File: src/core/i2cms_cfg.svh
`ifndef I2CMS_CFG_SVH
`define I2CMS_CFG_SVH

// Register byte addresses
`define I2CMS_ADDR_RELOAD 8'h00
`define I2CMS_ADDR_BUF 8'h04
`define I2CMS_ADDR_CTL1 8'h08
`define I2CMS_ADDR_CTL2 8'h0c
`define I2CMS_ADDR_CTL3 8'h10
`define I2CMS_ADDR_STAT 8'h14
`define I2CMS_ADDR_FLAGS 8'h18

// Field positions
`define I2CMS_WCOL_BIT 7
`define I2CMS_EN_BIT 5
`define I2CMS_CKP_BIT 4
`define I2CMS_FINISH_BIT 2
`define I2CMS_STOP_SEEN_BIT 4
`define I2CMS_BUSY_BIT 2
`define I2CMS_BF_BIT 0
`define I2CMS_COLL_BIT 0
`define I2CMS_IRQ_BIT 1

// Mode codes and reset values
`define I2CMS_MODE_I2C_MST 4'h8
`define I2CMS_MODE_SPI_MST 4'ha
`define I2CMS_RST8 8'h00
`define I2CMS_RST_PHASE 5'h00

// Four clocks per counter step
`define I2CMS_PRESCALE_LAST 2'h3
// Clock half periods per byte
`define I2CMS_PHASES_I2C 5'h12
`define I2CMS_PHASES_SPI 5'h10

`endif

File: src/core/i2cms_pkg.sv
package i2cms_pkg;

    // Sequencer states, one-hot
    typedef enum logic [6:0] {
        I2CMS_IDLE = 7'h01,
        I2CMS_SHIFT = 7'h02,
        I2CMS_PULL_SDA = 7'h04,
        I2CMS_SDA_CNT = 7'h08,
        I2CMS_REL_SCL = 7'h10,
        I2CMS_SCL_CNT = 7'h20,
        I2CMS_REL_SDA = 7'h40
    } i2cms_state_t;

endpackage

File: src/core/i2cms_rate_counter.sv
`timescale 1ns/1ns
`include "i2cms_cfg.svh"

module i2cms_rate_counter (
    input wire logic pclk,
    input wire logic presetn,
    input wire logic load,
    input wire logic [7:0] reload_value,
    output logic timeout
);

    logic [1:0] pre;
    logic [7:0] count;
    logic armed;
    logic [1:0] next_pre;
    logic [7:0] next_count;
    logic next_armed;
    logic tick;

    // One step per instruction cycle
    assign tick = (pre == `I2CMS_PRESCALE_LAST);
    assign timeout = armed && tick && (count == `I2CMS_RST8);

    // Load, count down, stop at zero
    always_comb begin
        next_pre = pre + 2'h1;
        next_count = count;
        next_armed = armed;
        if (load) begin
            next_pre = 2'h0;
            next_count = reload_value;
            next_armed = 1'b1;
        end else if (armed && tick) begin
            if (count == `I2CMS_RST8) begin
                next_armed = 1'b0;
            end else begin
                next_count = count - 8'h01;
            end
        end
    end

    always_ff @(posedge pclk or negedge presetn) begin
        if (!presetn) begin
            pre <= 2'h0;
            count <= `I2CMS_RST8;
            armed <= 1'b0;
        end else begin
            pre <= next_pre;
            count <= next_count;
            armed <= next_armed;
        end
    end

endmodule

File: src/core/i2cms_stop_core.sv
// The register addresses and the APB interface to the registers are this design's own decisions.
`timescale 1ns/1ns
`include "i2cms_cfg.svh"

module i2cms_stop_core
    import i2cms_pkg::*;
(
    input wire logic pclk,
    input wire logic presetn,
    input wire logic psel,
    input wire logic penable,
    input wire logic pwrite,
    input wire logic [7:0] paddr,
    input wire logic [31:0] pwdata,
    output logic [31:0] prdata,
    output logic pready,
    output logic pslverr,
    input wire logic bus_clock_line_i,
    output logic bus_clock_line_o,
    output logic bus_clock_line_oe_n,
    input wire logic bus_data_line_i,
    output logic bus_data_line_o,
    output logic bus_data_line_oe_n,
    output logic spi_clock
);

    // Software visible state
    logic [7:0] reload_value;
    logic [7:0] xfer_buf;
    logic [7:0] ctl1;
    logic [7:0] ctl2;
    logic [7:0] ctl3;
    logic stop_seen;
    logic buf_full;
    logic collision_flag;
    logic port_irq_flag;
    // Sequencer state
    i2cms_state_t state;
    logic [4:0] phase_cnt;
    logic scl_low;
    logic sda_low;
    logic sda_seen_hi;
    logic spi_clk;

    logic [7:0] next_reload_value;
    logic [7:0] next_xfer_buf;
    logic [7:0] next_ctl1;
    logic [7:0] next_ctl2;
    logic [7:0] next_ctl3;
    logic next_stop_seen;
    logic next_buf_full;
    logic next_collision_flag;
    logic next_port_irq_flag;
    i2cms_state_t next_state;
    logic [4:0] next_phase_cnt;
    logic next_scl_low;
    logic next_sda_low;
    logic next_sda_seen_hi;
    logic next_spi_clk;
    logic [31:0] next_prdata;

    // Synchronisers for the bus lines
    logic scl_meta;
    logic scl_sync;
    logic sda_meta;
    logic sda_sync;

    // Decoded controls and events
    logic enabled;
    logic i2c_mode;
    logic spi_mode;
    logic rc_load;
    logic rc_timeout;
    logic collide;
    logic finish_done;
    logic wcol_set;
    logic wr;
    logic setup;
    logic mapped;

    assign enabled = ctl1[`I2CMS_EN_BIT];
    assign i2c_mode = enabled && (ctl1[3:0] == `I2CMS_MODE_I2C_MST);
    assign spi_mode = enabled && (ctl1[3:0] == `I2CMS_MODE_SPI_MST);
    assign wr = psel && penable && pwrite;
    assign setup = psel && !penable;

    // Zero wait state slave
    assign pready = 1'b1;
    assign pslverr = psel && penable && !mapped;

    // Open drain pins: drive low or release
    assign bus_clock_line_o = 1'b0;
    assign bus_data_line_o = 1'b0;
    assign bus_clock_line_oe_n = !scl_low;
    assign bus_data_line_oe_n = !sda_low;
    assign spi_clock = spi_clk;

    // Address decode
    always_comb begin
        if (paddr == `I2CMS_ADDR_RELOAD) begin
            mapped = 1'b1;
        end else if (paddr == `I2CMS_ADDR_BUF) begin
            mapped = 1'b1;
        end else if (paddr == `I2CMS_ADDR_CTL1) begin
            mapped = 1'b1;
        end else if (paddr == `I2CMS_ADDR_CTL2) begin
            mapped = 1'b1;
        end else if (paddr == `I2CMS_ADDR_CTL3) begin
            mapped = 1'b1;
        end else if (paddr == `I2CMS_ADDR_STAT) begin
            mapped = 1'b1;
        end else if (paddr == `I2CMS_ADDR_FLAGS) begin
            mapped = 1'b1;
        end else begin
            mapped = 1'b0;
        end
    end

    // Shared rate counter
    i2cms_rate_counter u_rate_counter (
        .pclk(pclk),
        .presetn(presetn),
        .load(rc_load),
        .reload_value(reload_value),
        .timeout(rc_timeout)
    );

    // Two flops before any logic sees the pins
    always_ff @(posedge pclk or negedge presetn) begin
        if (!presetn) begin
            scl_meta <= 1'b1;
            scl_sync <= 1'b1;
            sda_meta <= 1'b1;
            sda_sync <= 1'b1;
        end else begin
            scl_meta <= bus_clock_line_i;
            scl_sync <= scl_meta;
            sda_meta <= bus_data_line_i;
            sda_sync <= sda_meta;
        end
    end

    // Sequencer, register writes and read data
    always_comb begin
        next_reload_value = reload_value;
        next_xfer_buf = xfer_buf;
        next_ctl1 = ctl1;
        next_ctl2 = ctl2;
        next_ctl3 = ctl3;
        next_stop_seen = stop_seen;
        next_buf_full = buf_full;
        next_collision_flag = collision_flag;
        next_port_irq_flag = port_irq_flag;
        next_state = state;
        next_phase_cnt = phase_cnt;
        next_scl_low = scl_low;
        next_sda_low = sda_low;
        next_sda_seen_hi = sda_seen_hi;
        next_spi_clk = spi_clk;
        next_prdata = prdata;
        rc_load = 1'b0;
        collide = 1'b0;
        finish_done = 1'b0;
        wcol_set = 1'b0;

        case (state)
            I2CMS_IDLE: begin
                if (i2c_mode && ctl2[`I2CMS_FINISH_BIT]) begin
                    next_sda_low = 1'b1;
                    next_state = I2CMS_PULL_SDA;
                end
            end
            I2CMS_SHIFT: begin
                // Each timeout ends one half period
                if (rc_timeout) begin
                    if (i2c_mode) begin
                        next_scl_low = !scl_low;
                    end else begin
                        next_spi_clk = !spi_clk;
                    end
                    if ((i2c_mode && phase_cnt == `I2CMS_PHASES_I2C - 5'h01) ||
                        (!i2c_mode && phase_cnt == `I2CMS_PHASES_SPI - 5'h01)) begin
                        next_buf_full = 1'b0;
                        next_state = I2CMS_IDLE;
                    end else begin
                        rc_load = 1'b1;
                        next_phase_cnt = phase_cnt + 5'h01;
                    end
                end
            end
            I2CMS_PULL_SDA: begin
                if (!sda_sync) begin
                    rc_load = 1'b1;
                    next_state = I2CMS_SDA_CNT;
                end
            end
            I2CMS_SDA_CNT: begin
                if (rc_timeout) begin
                    next_scl_low = 1'b0;
                    next_state = I2CMS_REL_SCL;
                end
            end
            I2CMS_REL_SCL: begin
                // Wait out clock stretching by others
                if (scl_sync) begin
                    rc_load = 1'b1;
                    next_state = I2CMS_SCL_CNT;
                end
            end
            I2CMS_SCL_CNT: begin
                if (!scl_sync) begin
                    collide = 1'b1;
                end else if (rc_timeout) begin
                    next_sda_low = 1'b0;
                    next_sda_seen_hi = 1'b0;
                    rc_load = 1'b1;
                    next_state = I2CMS_REL_SDA;
                end
            end
            I2CMS_REL_SDA: begin
                if (!sda_seen_hi && !scl_sync) begin
                    collide = 1'b1;
                end else begin
                    if (sda_sync && scl_sync) begin
                        next_sda_seen_hi = 1'b1;
                        next_stop_seen = 1'b1;
                    end
                    if (rc_timeout) begin
                        if (!sda_sync) begin
                            collide = 1'b1;
                        end else begin
                            finish_done = 1'b1;
                            next_state = I2CMS_IDLE;
                        end
                    end
                end
            end
            default: begin
                next_state = I2CMS_IDLE;
            end
        endcase

        // Abort on collision
        if (collide) begin
            next_sda_low = 1'b0;
            next_scl_low = 1'b0;
            next_state = I2CMS_IDLE;
        end

        // Disabling the port releases both lines and clears stop seen, buffer full and the sequencer state
        if (!enabled) begin
            next_sda_low = 1'b0;
            next_scl_low = 1'b0;
            next_stop_seen = 1'b0;
            next_buf_full = 1'b0;
            next_state = I2CMS_IDLE;
        end

        // Hardware clears the request before software writes land
        if (collide || finish_done) begin
            next_ctl2[`I2CMS_FINISH_BIT] = 1'b0;
        end

        // Register writes
        if (wr) begin
            if (paddr == `I2CMS_ADDR_RELOAD) begin
                next_reload_value = pwdata[7:0];
            end else if (paddr == `I2CMS_ADDR_BUF) begin
                if (state != I2CMS_IDLE || !(i2c_mode || spi_mode)) begin
                    wcol_set = 1'b1;
                end else begin
                    next_xfer_buf = pwdata[7:0];
                    next_buf_full = 1'b1;
                    rc_load = 1'b1;
                    next_phase_cnt = `I2CMS_RST_PHASE;
                    next_state = I2CMS_SHIFT;
                    if (i2c_mode) begin
                        next_scl_low = 1'b1;
                    end else begin
                        next_spi_clk = ctl1[`I2CMS_CKP_BIT];
                    end
                end
            end else if (paddr == `I2CMS_ADDR_CTL1) begin
                next_ctl1 = pwdata[7:0];
                next_ctl1[`I2CMS_WCOL_BIT] = ctl1[`I2CMS_WCOL_BIT] && pwdata[`I2CMS_WCOL_BIT];
            end else if (paddr == `I2CMS_ADDR_CTL2) begin
                next_ctl2 = pwdata[7:0];
            end else if (paddr == `I2CMS_ADDR_CTL3) begin
                next_ctl3 = pwdata[7:0];
            end else if (paddr == `I2CMS_ADDR_FLAGS) begin
                if (pwdata[`I2CMS_COLL_BIT]) begin
                    next_collision_flag = 1'b0;
                end
                if (pwdata[`I2CMS_IRQ_BIT]) begin
                    next_port_irq_flag = 1'b0;
                end
            end
        end

        // Hardware sets win over software clears
        if (collide) begin
            next_collision_flag = 1'b1;
        end
        if (finish_done) begin
            next_port_irq_flag = 1'b1;
        end
        if (wcol_set) begin
            next_ctl1[`I2CMS_WCOL_BIT] = 1'b1;
        end

        // Read data captured in the setup cycle
        if (setup) begin
            next_prdata = 32'h0000_0000;
            if (paddr == `I2CMS_ADDR_RELOAD) begin
                next_prdata[7:0] = reload_value;
            end else if (paddr == `I2CMS_ADDR_BUF) begin
                next_prdata[7:0] = xfer_buf;
            end else if (paddr == `I2CMS_ADDR_CTL1) begin
                next_prdata[7:0] = ctl1;
            end else if (paddr == `I2CMS_ADDR_CTL2) begin
                next_prdata[7:0] = ctl2;
            end else if (paddr == `I2CMS_ADDR_CTL3) begin
                next_prdata[7:0] = ctl3;
            end else if (paddr == `I2CMS_ADDR_STAT) begin
                next_prdata[`I2CMS_STOP_SEEN_BIT] = stop_seen;
                next_prdata[`I2CMS_BUSY_BIT] = (state == I2CMS_SHIFT);
                next_prdata[`I2CMS_BF_BIT] = buf_full;
            end else if (paddr == `I2CMS_ADDR_FLAGS) begin
                next_prdata[`I2CMS_COLL_BIT] = collision_flag;
                next_prdata[`I2CMS_IRQ_BIT] = port_irq_flag;
            end
        end
    end

    always_ff @(posedge pclk or negedge presetn) begin
        if (!presetn) begin
            reload_value <= `I2CMS_RST8;
            xfer_buf <= `I2CMS_RST8;
            ctl1 <= `I2CMS_RST8;
            ctl2 <= `I2CMS_RST8;
            ctl3 <= `I2CMS_RST8;
            stop_seen <= 1'b0;
            buf_full <= 1'b0;
            collision_flag <= 1'b0;
            port_irq_flag <= 1'b0;
            state <= I2CMS_IDLE;
            phase_cnt <= `I2CMS_RST_PHASE;
            scl_low <= 1'b0;
            sda_low <= 1'b0;
            sda_seen_hi <= 1'b0;
            spi_clk <= 1'b0;
            prdata <= 32'h0000_0000;
        end else begin
            reload_value <= next_reload_value;
            xfer_buf <= next_xfer_buf;
            ctl1 <= next_ctl1;
            ctl2 <= next_ctl2;
            ctl3 <= next_ctl3;
            stop_seen <= next_stop_seen;
            buf_full <= next_buf_full;
            collision_flag <= next_collision_flag;
            port_irq_flag <= next_port_irq_flag;
            state <= next_state;
            phase_cnt <= next_phase_cnt;
            scl_low <= next_scl_low;
            sda_low <= next_sda_low;
            sda_seen_hi <= next_sda_seen_hi;
            spi_clk <= next_spi_clk;
            prdata <= next_prdata;
        end
    end

endmodule

File: config.mk
export PLATFORM = sky130hd
export DESIGN_NAME = i2cms_stop_core
export DESIGN_NICKNAME = d
export VERILOG_FILES = /design/src/core/i2cms_pkg.sv /design/src/core/i2cms_rate_counter.sv /design/src/core/i2cms_stop_core.sv
export VERILOG_INCLUDE_DIRS = /design/src /design/src/core
export SDC_FILE = /design/constraint.sdc
export NUM_CORES = 1
export LEC_CHECK = 0
export BUFFER_PORTS_ARGS = -buffer_cell sky130_fd_sc_hd__buf_4
export CORE_UTILIZATION = 59
export CTS_BUF_LIST = sky130_fd_sc_hd__clkbuf_4 sky130_fd_sc_hd__clkbuf_8
export DETAILED_ROUTE_END_ITERATION = 7
export GPL_TIMING_DRIVEN = 1
export HOLD_SLACK_MARGIN = 0.03
export PLACE_DENSITY = 0.91
export SLEW_MARGIN = 30
export SYNTH_ARGS = -nofsm -noshare
export SYNTH_HDL_FRONTEND = slang
export SYNTH_SLANG_ARGS = --single-unit
File: constraint.sdc
create_clock -name pclk -period 4.5 [get_ports pclk]
set_clock_uncertainty 0.1 [all_clocks]
set_input_delay 0 -clock pclk [delete_from_list [all_inputs] [get_ports pclk]]
set_output_delay 0 -clock pclk [all_outputs]
set_load 0.02 [all_outputs]
# Word-level counts from Yosys, hierarchy flattened
# Index checks and enable logic that the tools add are counted.
[totals] regBits=83 latch_bits=0 ramBits=0 rom_bits=0 input_bits=47 out_inout_bits=39 memories=0
[op_classes] addsub=3 multipliers=0 div=0 n_lt_le_gt_ge=0 eq_ne=43 shifts=0 n_mux=142 bitwise_logic=5 reduce_logical=53
[op_table] operator="7-bit two-way mux" n=17
[op_table] operator="1-bit two-way mux" n=92
[op_table] operator="8-bit two-way mux" n=11
[op_table] operator="7-bit case mux with 7 select lines" n=1
[op_table] operator="2-bit inequality test (second input constant)" n=18
[op_table] operator="5-bit two-way mux" n=7
[op_table] operator="8-bit by 5-bit == test with 1-bit output (second input constant)" n=3
[op_table] operator="2-bit nonzero test" n=11
[op_table] operator="3-bit two-way mux" n=7
[op_table] operator="8-bit by 4-bit == test with 1-bit output (second input constant)" n=2
[op_table] operator="8-bit logical NOT" n=2
[op_table] operator="4-bit AND reduction" n=4
[op_table] operator="8-bit AND reduction" n=2
[op_table] operator="1-bit logical AND" n=14
[op_table] operator="4-bit inequality test (second input constant)" n=3
[op_table] operator="5-bit AND reduction" n=2
[op_table] operator="1-bit logical NOT" n=9
[op_table] operator="4-bit == test (second input constant)" n=2
[op_table] operator="8-bit by 3-bit == test with 1-bit output (second input constant)" n=1
[op_table] operator="1-bit case mux with 2 select lines" n=4
[op_table] operator="8-bit by 1-bit subtractor with 8-bit output (second input constant)" n=1
[op_table] operator="7-bit by 1-bit == test with 1-bit output (second input constant)" n=1
[op_table] operator="7-bit by 2-bit == test with 1-bit output (second input constant)" n=1
[op_table] operator="7-bit by 3-bit == test with 1-bit output (second input constant)" n=1
[op_table] operator="other kinds (19)" n=30

# Depth between registers and ports, before layout
[logic_depth] depth_word=14 depth_mapped=9

# By module
# From an unflattened synthesis, not the netlist that was laid out.
[hier_totals] hier_cells=458 hier_area_um2=4561.9
[by_module_without_submodules] mod="i2cms_stop_core" n_inst=1 cells_each=386 area_each_um2=3875.0
[by_module_without_submodules] mod="i2cms_rate_counter" n_inst=1 cells_each=72 area_each_um2=686.9

# Least setup slack after synthesis
# OpenSTA, ideal clock, no wires.
[synth_timing] path_kind="flip-flop to flip-flop" start="register u_rate_counter.count[0]" end="register u_rate_counter.count[0]" setup_ns=0.125 arrival_ns=2.084 required_time_ns=4.275 path_slack_ns=2.191 path_stages_with_launch=10 cell_sequence="dfrtp_1 > inv_1 > ha_1 > nor3b_1 > and3b_1 > buf_4 > nand4_2 > o2111a_2 > buf_6 > mux2_4"
[synth_via] elab_chain_cells=11 word_cells_on_any_way=17 classes_between="1 x add/sub; 1 x eq/ne; 11 x mux; 4 x reduce/logical"
[synth_lines] item="from (decl)" line_no="i2cms_rate_counter.sv:13" text="logic [7:0] count;"
[synth_lines] item="from (signal assigned)" line_no="i2cms_rate_counter.sv:45" text="count <= `I2CMS_RST8;"
[synth_lines] item="from (signal assigned)" line_no="i2cms_rate_counter.sv:49" text="count <= next_count;"
[synth_lines] item="8-bit logical NOT (no line)"
[synth_lines] item="1-bit logical AND" line_no="i2cms_rate_counter.sv:22" text="assign timeout = armed && tick && (count == `I2CMS_RST8);"
[synth_lines] item="1-bit two-way mux" line_no="i2cms_stop_core.sv:213" text="end else if (rc_timeout) begin"
[synth_lines] item="1-bit two-way mux" line_no="i2cms_stop_core.sv:211" text="if (!scl_sync) begin"
[synth_lines] item="1-bit case mux with 4 select lines" line_no="i2cms_stop_core.sv:166" text="case (state)"
[synth_lines] item="1-bit two-way mux" line_no="i2cms_stop_core.sv:269" text="if (state != I2CMS_IDLE || !(i2c_mode || spi_mode)) begin"
[synth_lines] item="1-bit two-way mux" line_no="i2cms_stop_core.sv:268" text="end else if (paddr == `I2CMS_ADDR_BUF) begin"
[synth_lines] item="1-bit two-way mux" line_no="i2cms_stop_core.sv:266" text="if (paddr == `I2CMS_ADDR_RELOAD) begin"
[synth_lines] item="1-bit two-way mux" line_no="i2cms_stop_core.sv:265" text="if (wr) begin"
[synth_lines] item="2-bit inequality test (no line) or 2-bit nonzero test (tied branches)"
[synth_lines] item="2-bit AND reduction (no line)"
# Several ways; a longest one is shown, not always the timed one. The select of a mux whose other input is x is not followed.
# A chain may end at the register's enable or synchronous reset.

# Worst setup path in the final report
# Ends and elaborated chain as after synthesis.

==> impl_results.md <==
* Status: finished clean
* CTS tree: built
* Type of the worst min-delay path: in2reg
* Max cap viols at 0
* Fin cells at 566
* TNS Setup at 0 ns
* Setup ws final at about 1.6 ns
* Worst R2R End: u_rate_counter.count[0]
* Rows at 31
* Final wirelength at 10.21 mm
* Routed vias at between 3000 and 4000
* Crit Path Category: reg2reg
* Synth area leader: dfrtp_1
* Hold path start: paddr[4]
* Most frequent cells in the layout: dfrtp_1, nand2_1, buf_4
* Dominant synthesized flop cell: dfrtp_1
* Area growth, synth to finish at 11.26%
* Crit path arrival time at about 3.0 ns
* Hold_ws at about 0.11 ns
* Avg Synthesized Cell Area at about 11 um^2
* Hold Path Stages at 4
* TritonCTS Buffers at 9
* Crit. End Element: flip-flop
* Initial Util at roughly three fifths
* H-tree levels at 3
* Reg2reg start: u_rate_counter.count[0]
* Total grt overflow at 0
* Post-Place Cells at 539
* Fraction of layout cells with a size suffix above 1 at 23.77%
* Finished Core Util at ~69%
* Dpl ws at 1.628 ns
* # DRC at 0
* TritonRoute pass-1 iters at 5
* Fin crit share at 64.10%
* Sw power at 336.6 uW
* Commonest non-fill, non-tap cell in the layout: dfrtp_1
* Part of the power in registers at between 50 and 60%
* Root Buffer: clkbuf_8
* Worst-path fanout max at 11
* Final setup fails at 0
* Via/cell ratio at 6.034
* Core Region at 7331 um^2
* Initial antenna violation count at 0
* Worst R2R Path Depth at 7
* Fill cells at 508
* CP startpoint: u_rate_counter.count[0]
* Slew @ Worst Pin at roughly 0.74 ns
* R2r setup slk at 1.62 ns
* Register area share after synthesis at around 46%
* Largest net degree at the start of global routing at 84
* Placed inst area at between 4000 and 5000 um^2
* Gr usage total at 27.87%
* Critical Path Start Type: flip-flop
* RSZ-0062 raised after global routing: false
* Fin area at 5030 um^2
* Comb pwr share at 6.3%
* PortBufs at 34
* Global-route wire length before repair at 16.33 mm
* Die ar. at about 8000 um^2
* Hold Crit Endpoint: prdata[2]
* Post-DRT Antenna Nets at 0
* Total power at 1.461 mW
* Fin. Hold Viols at 0
* Die Width at 89.53 um
* Yosys top cell area share at a little over two fifths
* Clock buffer depth at 2
* DIE HEIGHT at 89.53 um
* Vias in the first global route at 3355
* Max rail drop VDD at approximately 0.21 mV
* Clock group share of total power at 41.7%
* Mapped cell area at 4521 um^2
* Placed wire-length estimate at 7.153 mm
* Leak at 2.371 nW
* Pwr dens at 290.4 nW/um^2
* Initial detailed-routing violation count at 219
* Yosys reg bits at between 80 and 90
* Clock transition at path regs at 0.08 ns
* Synth area leaders: dfrtp_1, mux2_2, buf_4
* Worst slew margin at 50.75%
* Clk Latency, worst-skew pair at 0.36 ns
* Async SR Flop Fraction at 100.0%
* Internal power at 1.124 mW
* Num ports at 86
* Min Tclk post-route at 2.884 ns
* Library cells used by synthesis at 66
* Max Fclk at 346.7 MHz
* CP required at 4.65 ns
* Global placement routability congestion at between 0.9 and 1
* Switching part of the total at 23.04%
* Cells after synthesis at 425
* Yosys warning total at 0
* Routed wire per std cell at 18.03 um
* Post-CTS sizing at 0
* Clock Sinks at 83
* Post-synth EDFFs at 0
* Slew Viols, Final at 0
* ANT cells at 0
* Final nets at 515
-- synthesized netlist by cell type (3+ instances only) --
| cell | n |
|---|---|
| dfstp_2 | 5 |
| or3_1 | 4 |
| buf_6 | 3 |
| mux2i_1 | 5 |
| nand4_1 | 4 |
| o21ai_0 | 21 |
| inv_1 | 16 |
| or2_2 | 3 |
| and3_1 | 6 |
| buf_4 | 29 |
| nand2_1 | 52 |
| mux2_4 | 4 |
| xor2_1 | 7 |
| nor3b_1 | 4 |
| nor4_1 | 6 |
| ha_1 | 6 |
| nand3_1 | 12 |
| a31oi_1 | 4 |
| a22oi_1 | 4 |
| clkbuf_1 | 4 |
| nor2b_1 | 4 |
| and2_1 | 4 |
| nor2_1 | 20 |
| nor3_1 | 8 |
| buf_2 | 6 |
| a21oi_1 | 12 |
| mux2_2 | 30 |
| nand4b_1 | 5 |
| dfrtp_1 | 78 |
| and4_1 | 3 |
| mux4_2 | 7 |
-- metal layers --
layer / vias up / track usage [%] / part of all wire [%]
met4: 0 / 15.01 / 3.2
met2: 163 / 45.59 / 51
met5: - / 0 / 0
met3: 28 / 5.263 / 6.0
li1: 1545 / - / -
met1: 1679 / 35.34 / 40
-- registers in the layout, summed over array words and instances, names as in the netlist, named ones only --
register	cells
buf_full	1
collision_flag	1
ctl1	8
ctl2	8
ctl3	8
phase_cnt	5
port_irq_flag	1
prdata	8
reload_value	8
scl_low	1
scl_meta	1
scl_sync	1
sda_low	1
sda_meta	1
sda_seen_hi	1
sda_sync	1
state	7
stop_seen	1
u_rate_counter.armed	1
u_rate_counter.count	8
u_rate_counter.pre	2
xfer_buf	8
-- worst max path at each step --
stage,end,slack (ns),depth (start not counted)
5_1_grt,u_rate_counter.count[0],1.47,7
3_5_place_dp,u_rate_counter.count[1],1.63,7
2_1_floorplan,u_rate_counter.count[0],2.19,9
6_report,u_rate_counter.count[0],1.62,7
4_1_cts,u_rate_counter.count[0],1.60,7
3_3_place_gp,u_rate_counter.count[0],1.81,7
-- power by group through the flow --
| stage | Sequential [mW] | Combinational [mW] | Clock, mW |
|---|---|---|---|
| floorplan | 0.771 | 0.0608 | 0 |
| global placement | 0.773 | 0.0804 | 0 |
| detailed placement | 0.774 | 0.0834 | 0 |
| CTS | 0.759 | 0.0912 | 0.614 |
| global route | 0.760 | 0.101 | 0.645 |
| finish | 0.760 | 0.0913 | 0.610 |
-- layout make-up --
class	count	area (um^2)	share of cell area, %
inverters	16	60.06	1.194
flip-flops and latches	83	2083	41.42
clock buffers	12	152.6	3.035
clock inverters	4	73.82	1.468
well taps	99	123.9	2.463
multi-input cells	307	2167	43.08
repair buffers	45	369.1	7.338
-- repair_timing --
| action | CTS | global route |
|---|---|---|
| hold buffers | 11 | 0 |
| endpoints found under the setup margin | 0 | 0 |
| hold endpoints to repair | 127 | 0 |
| buffers inserted | 0 | 0 |
-- critical path, cell delays in order (launching register included) --
cell	delay (ns)
dfrtp_1	0.42
inv_1	0.14
ha_1	0.15
nor3b_1	0.41
and3b_1	0.51
nand4_2	0.34
o2111a_2	0.37
mux2_4	0.32
-- kinds of logic after synthesis --
| logic type | after synthesis | synth area share (%) |
|---|---|---|
| other cells | 2 | 0.1661 |
| fa+ha+maj | 6 | 1.661 |
| mux | 46 | 13.40 |
| compound gates | 67 | 9.881 |
| buf+inv | 60 | 8.054 |
| flops | 83 | 46.08 |
| xor+xnor | 9 | 1.744 |
| simple gates | 152 | 19.01 |
(Power assumes the default switching activity.)
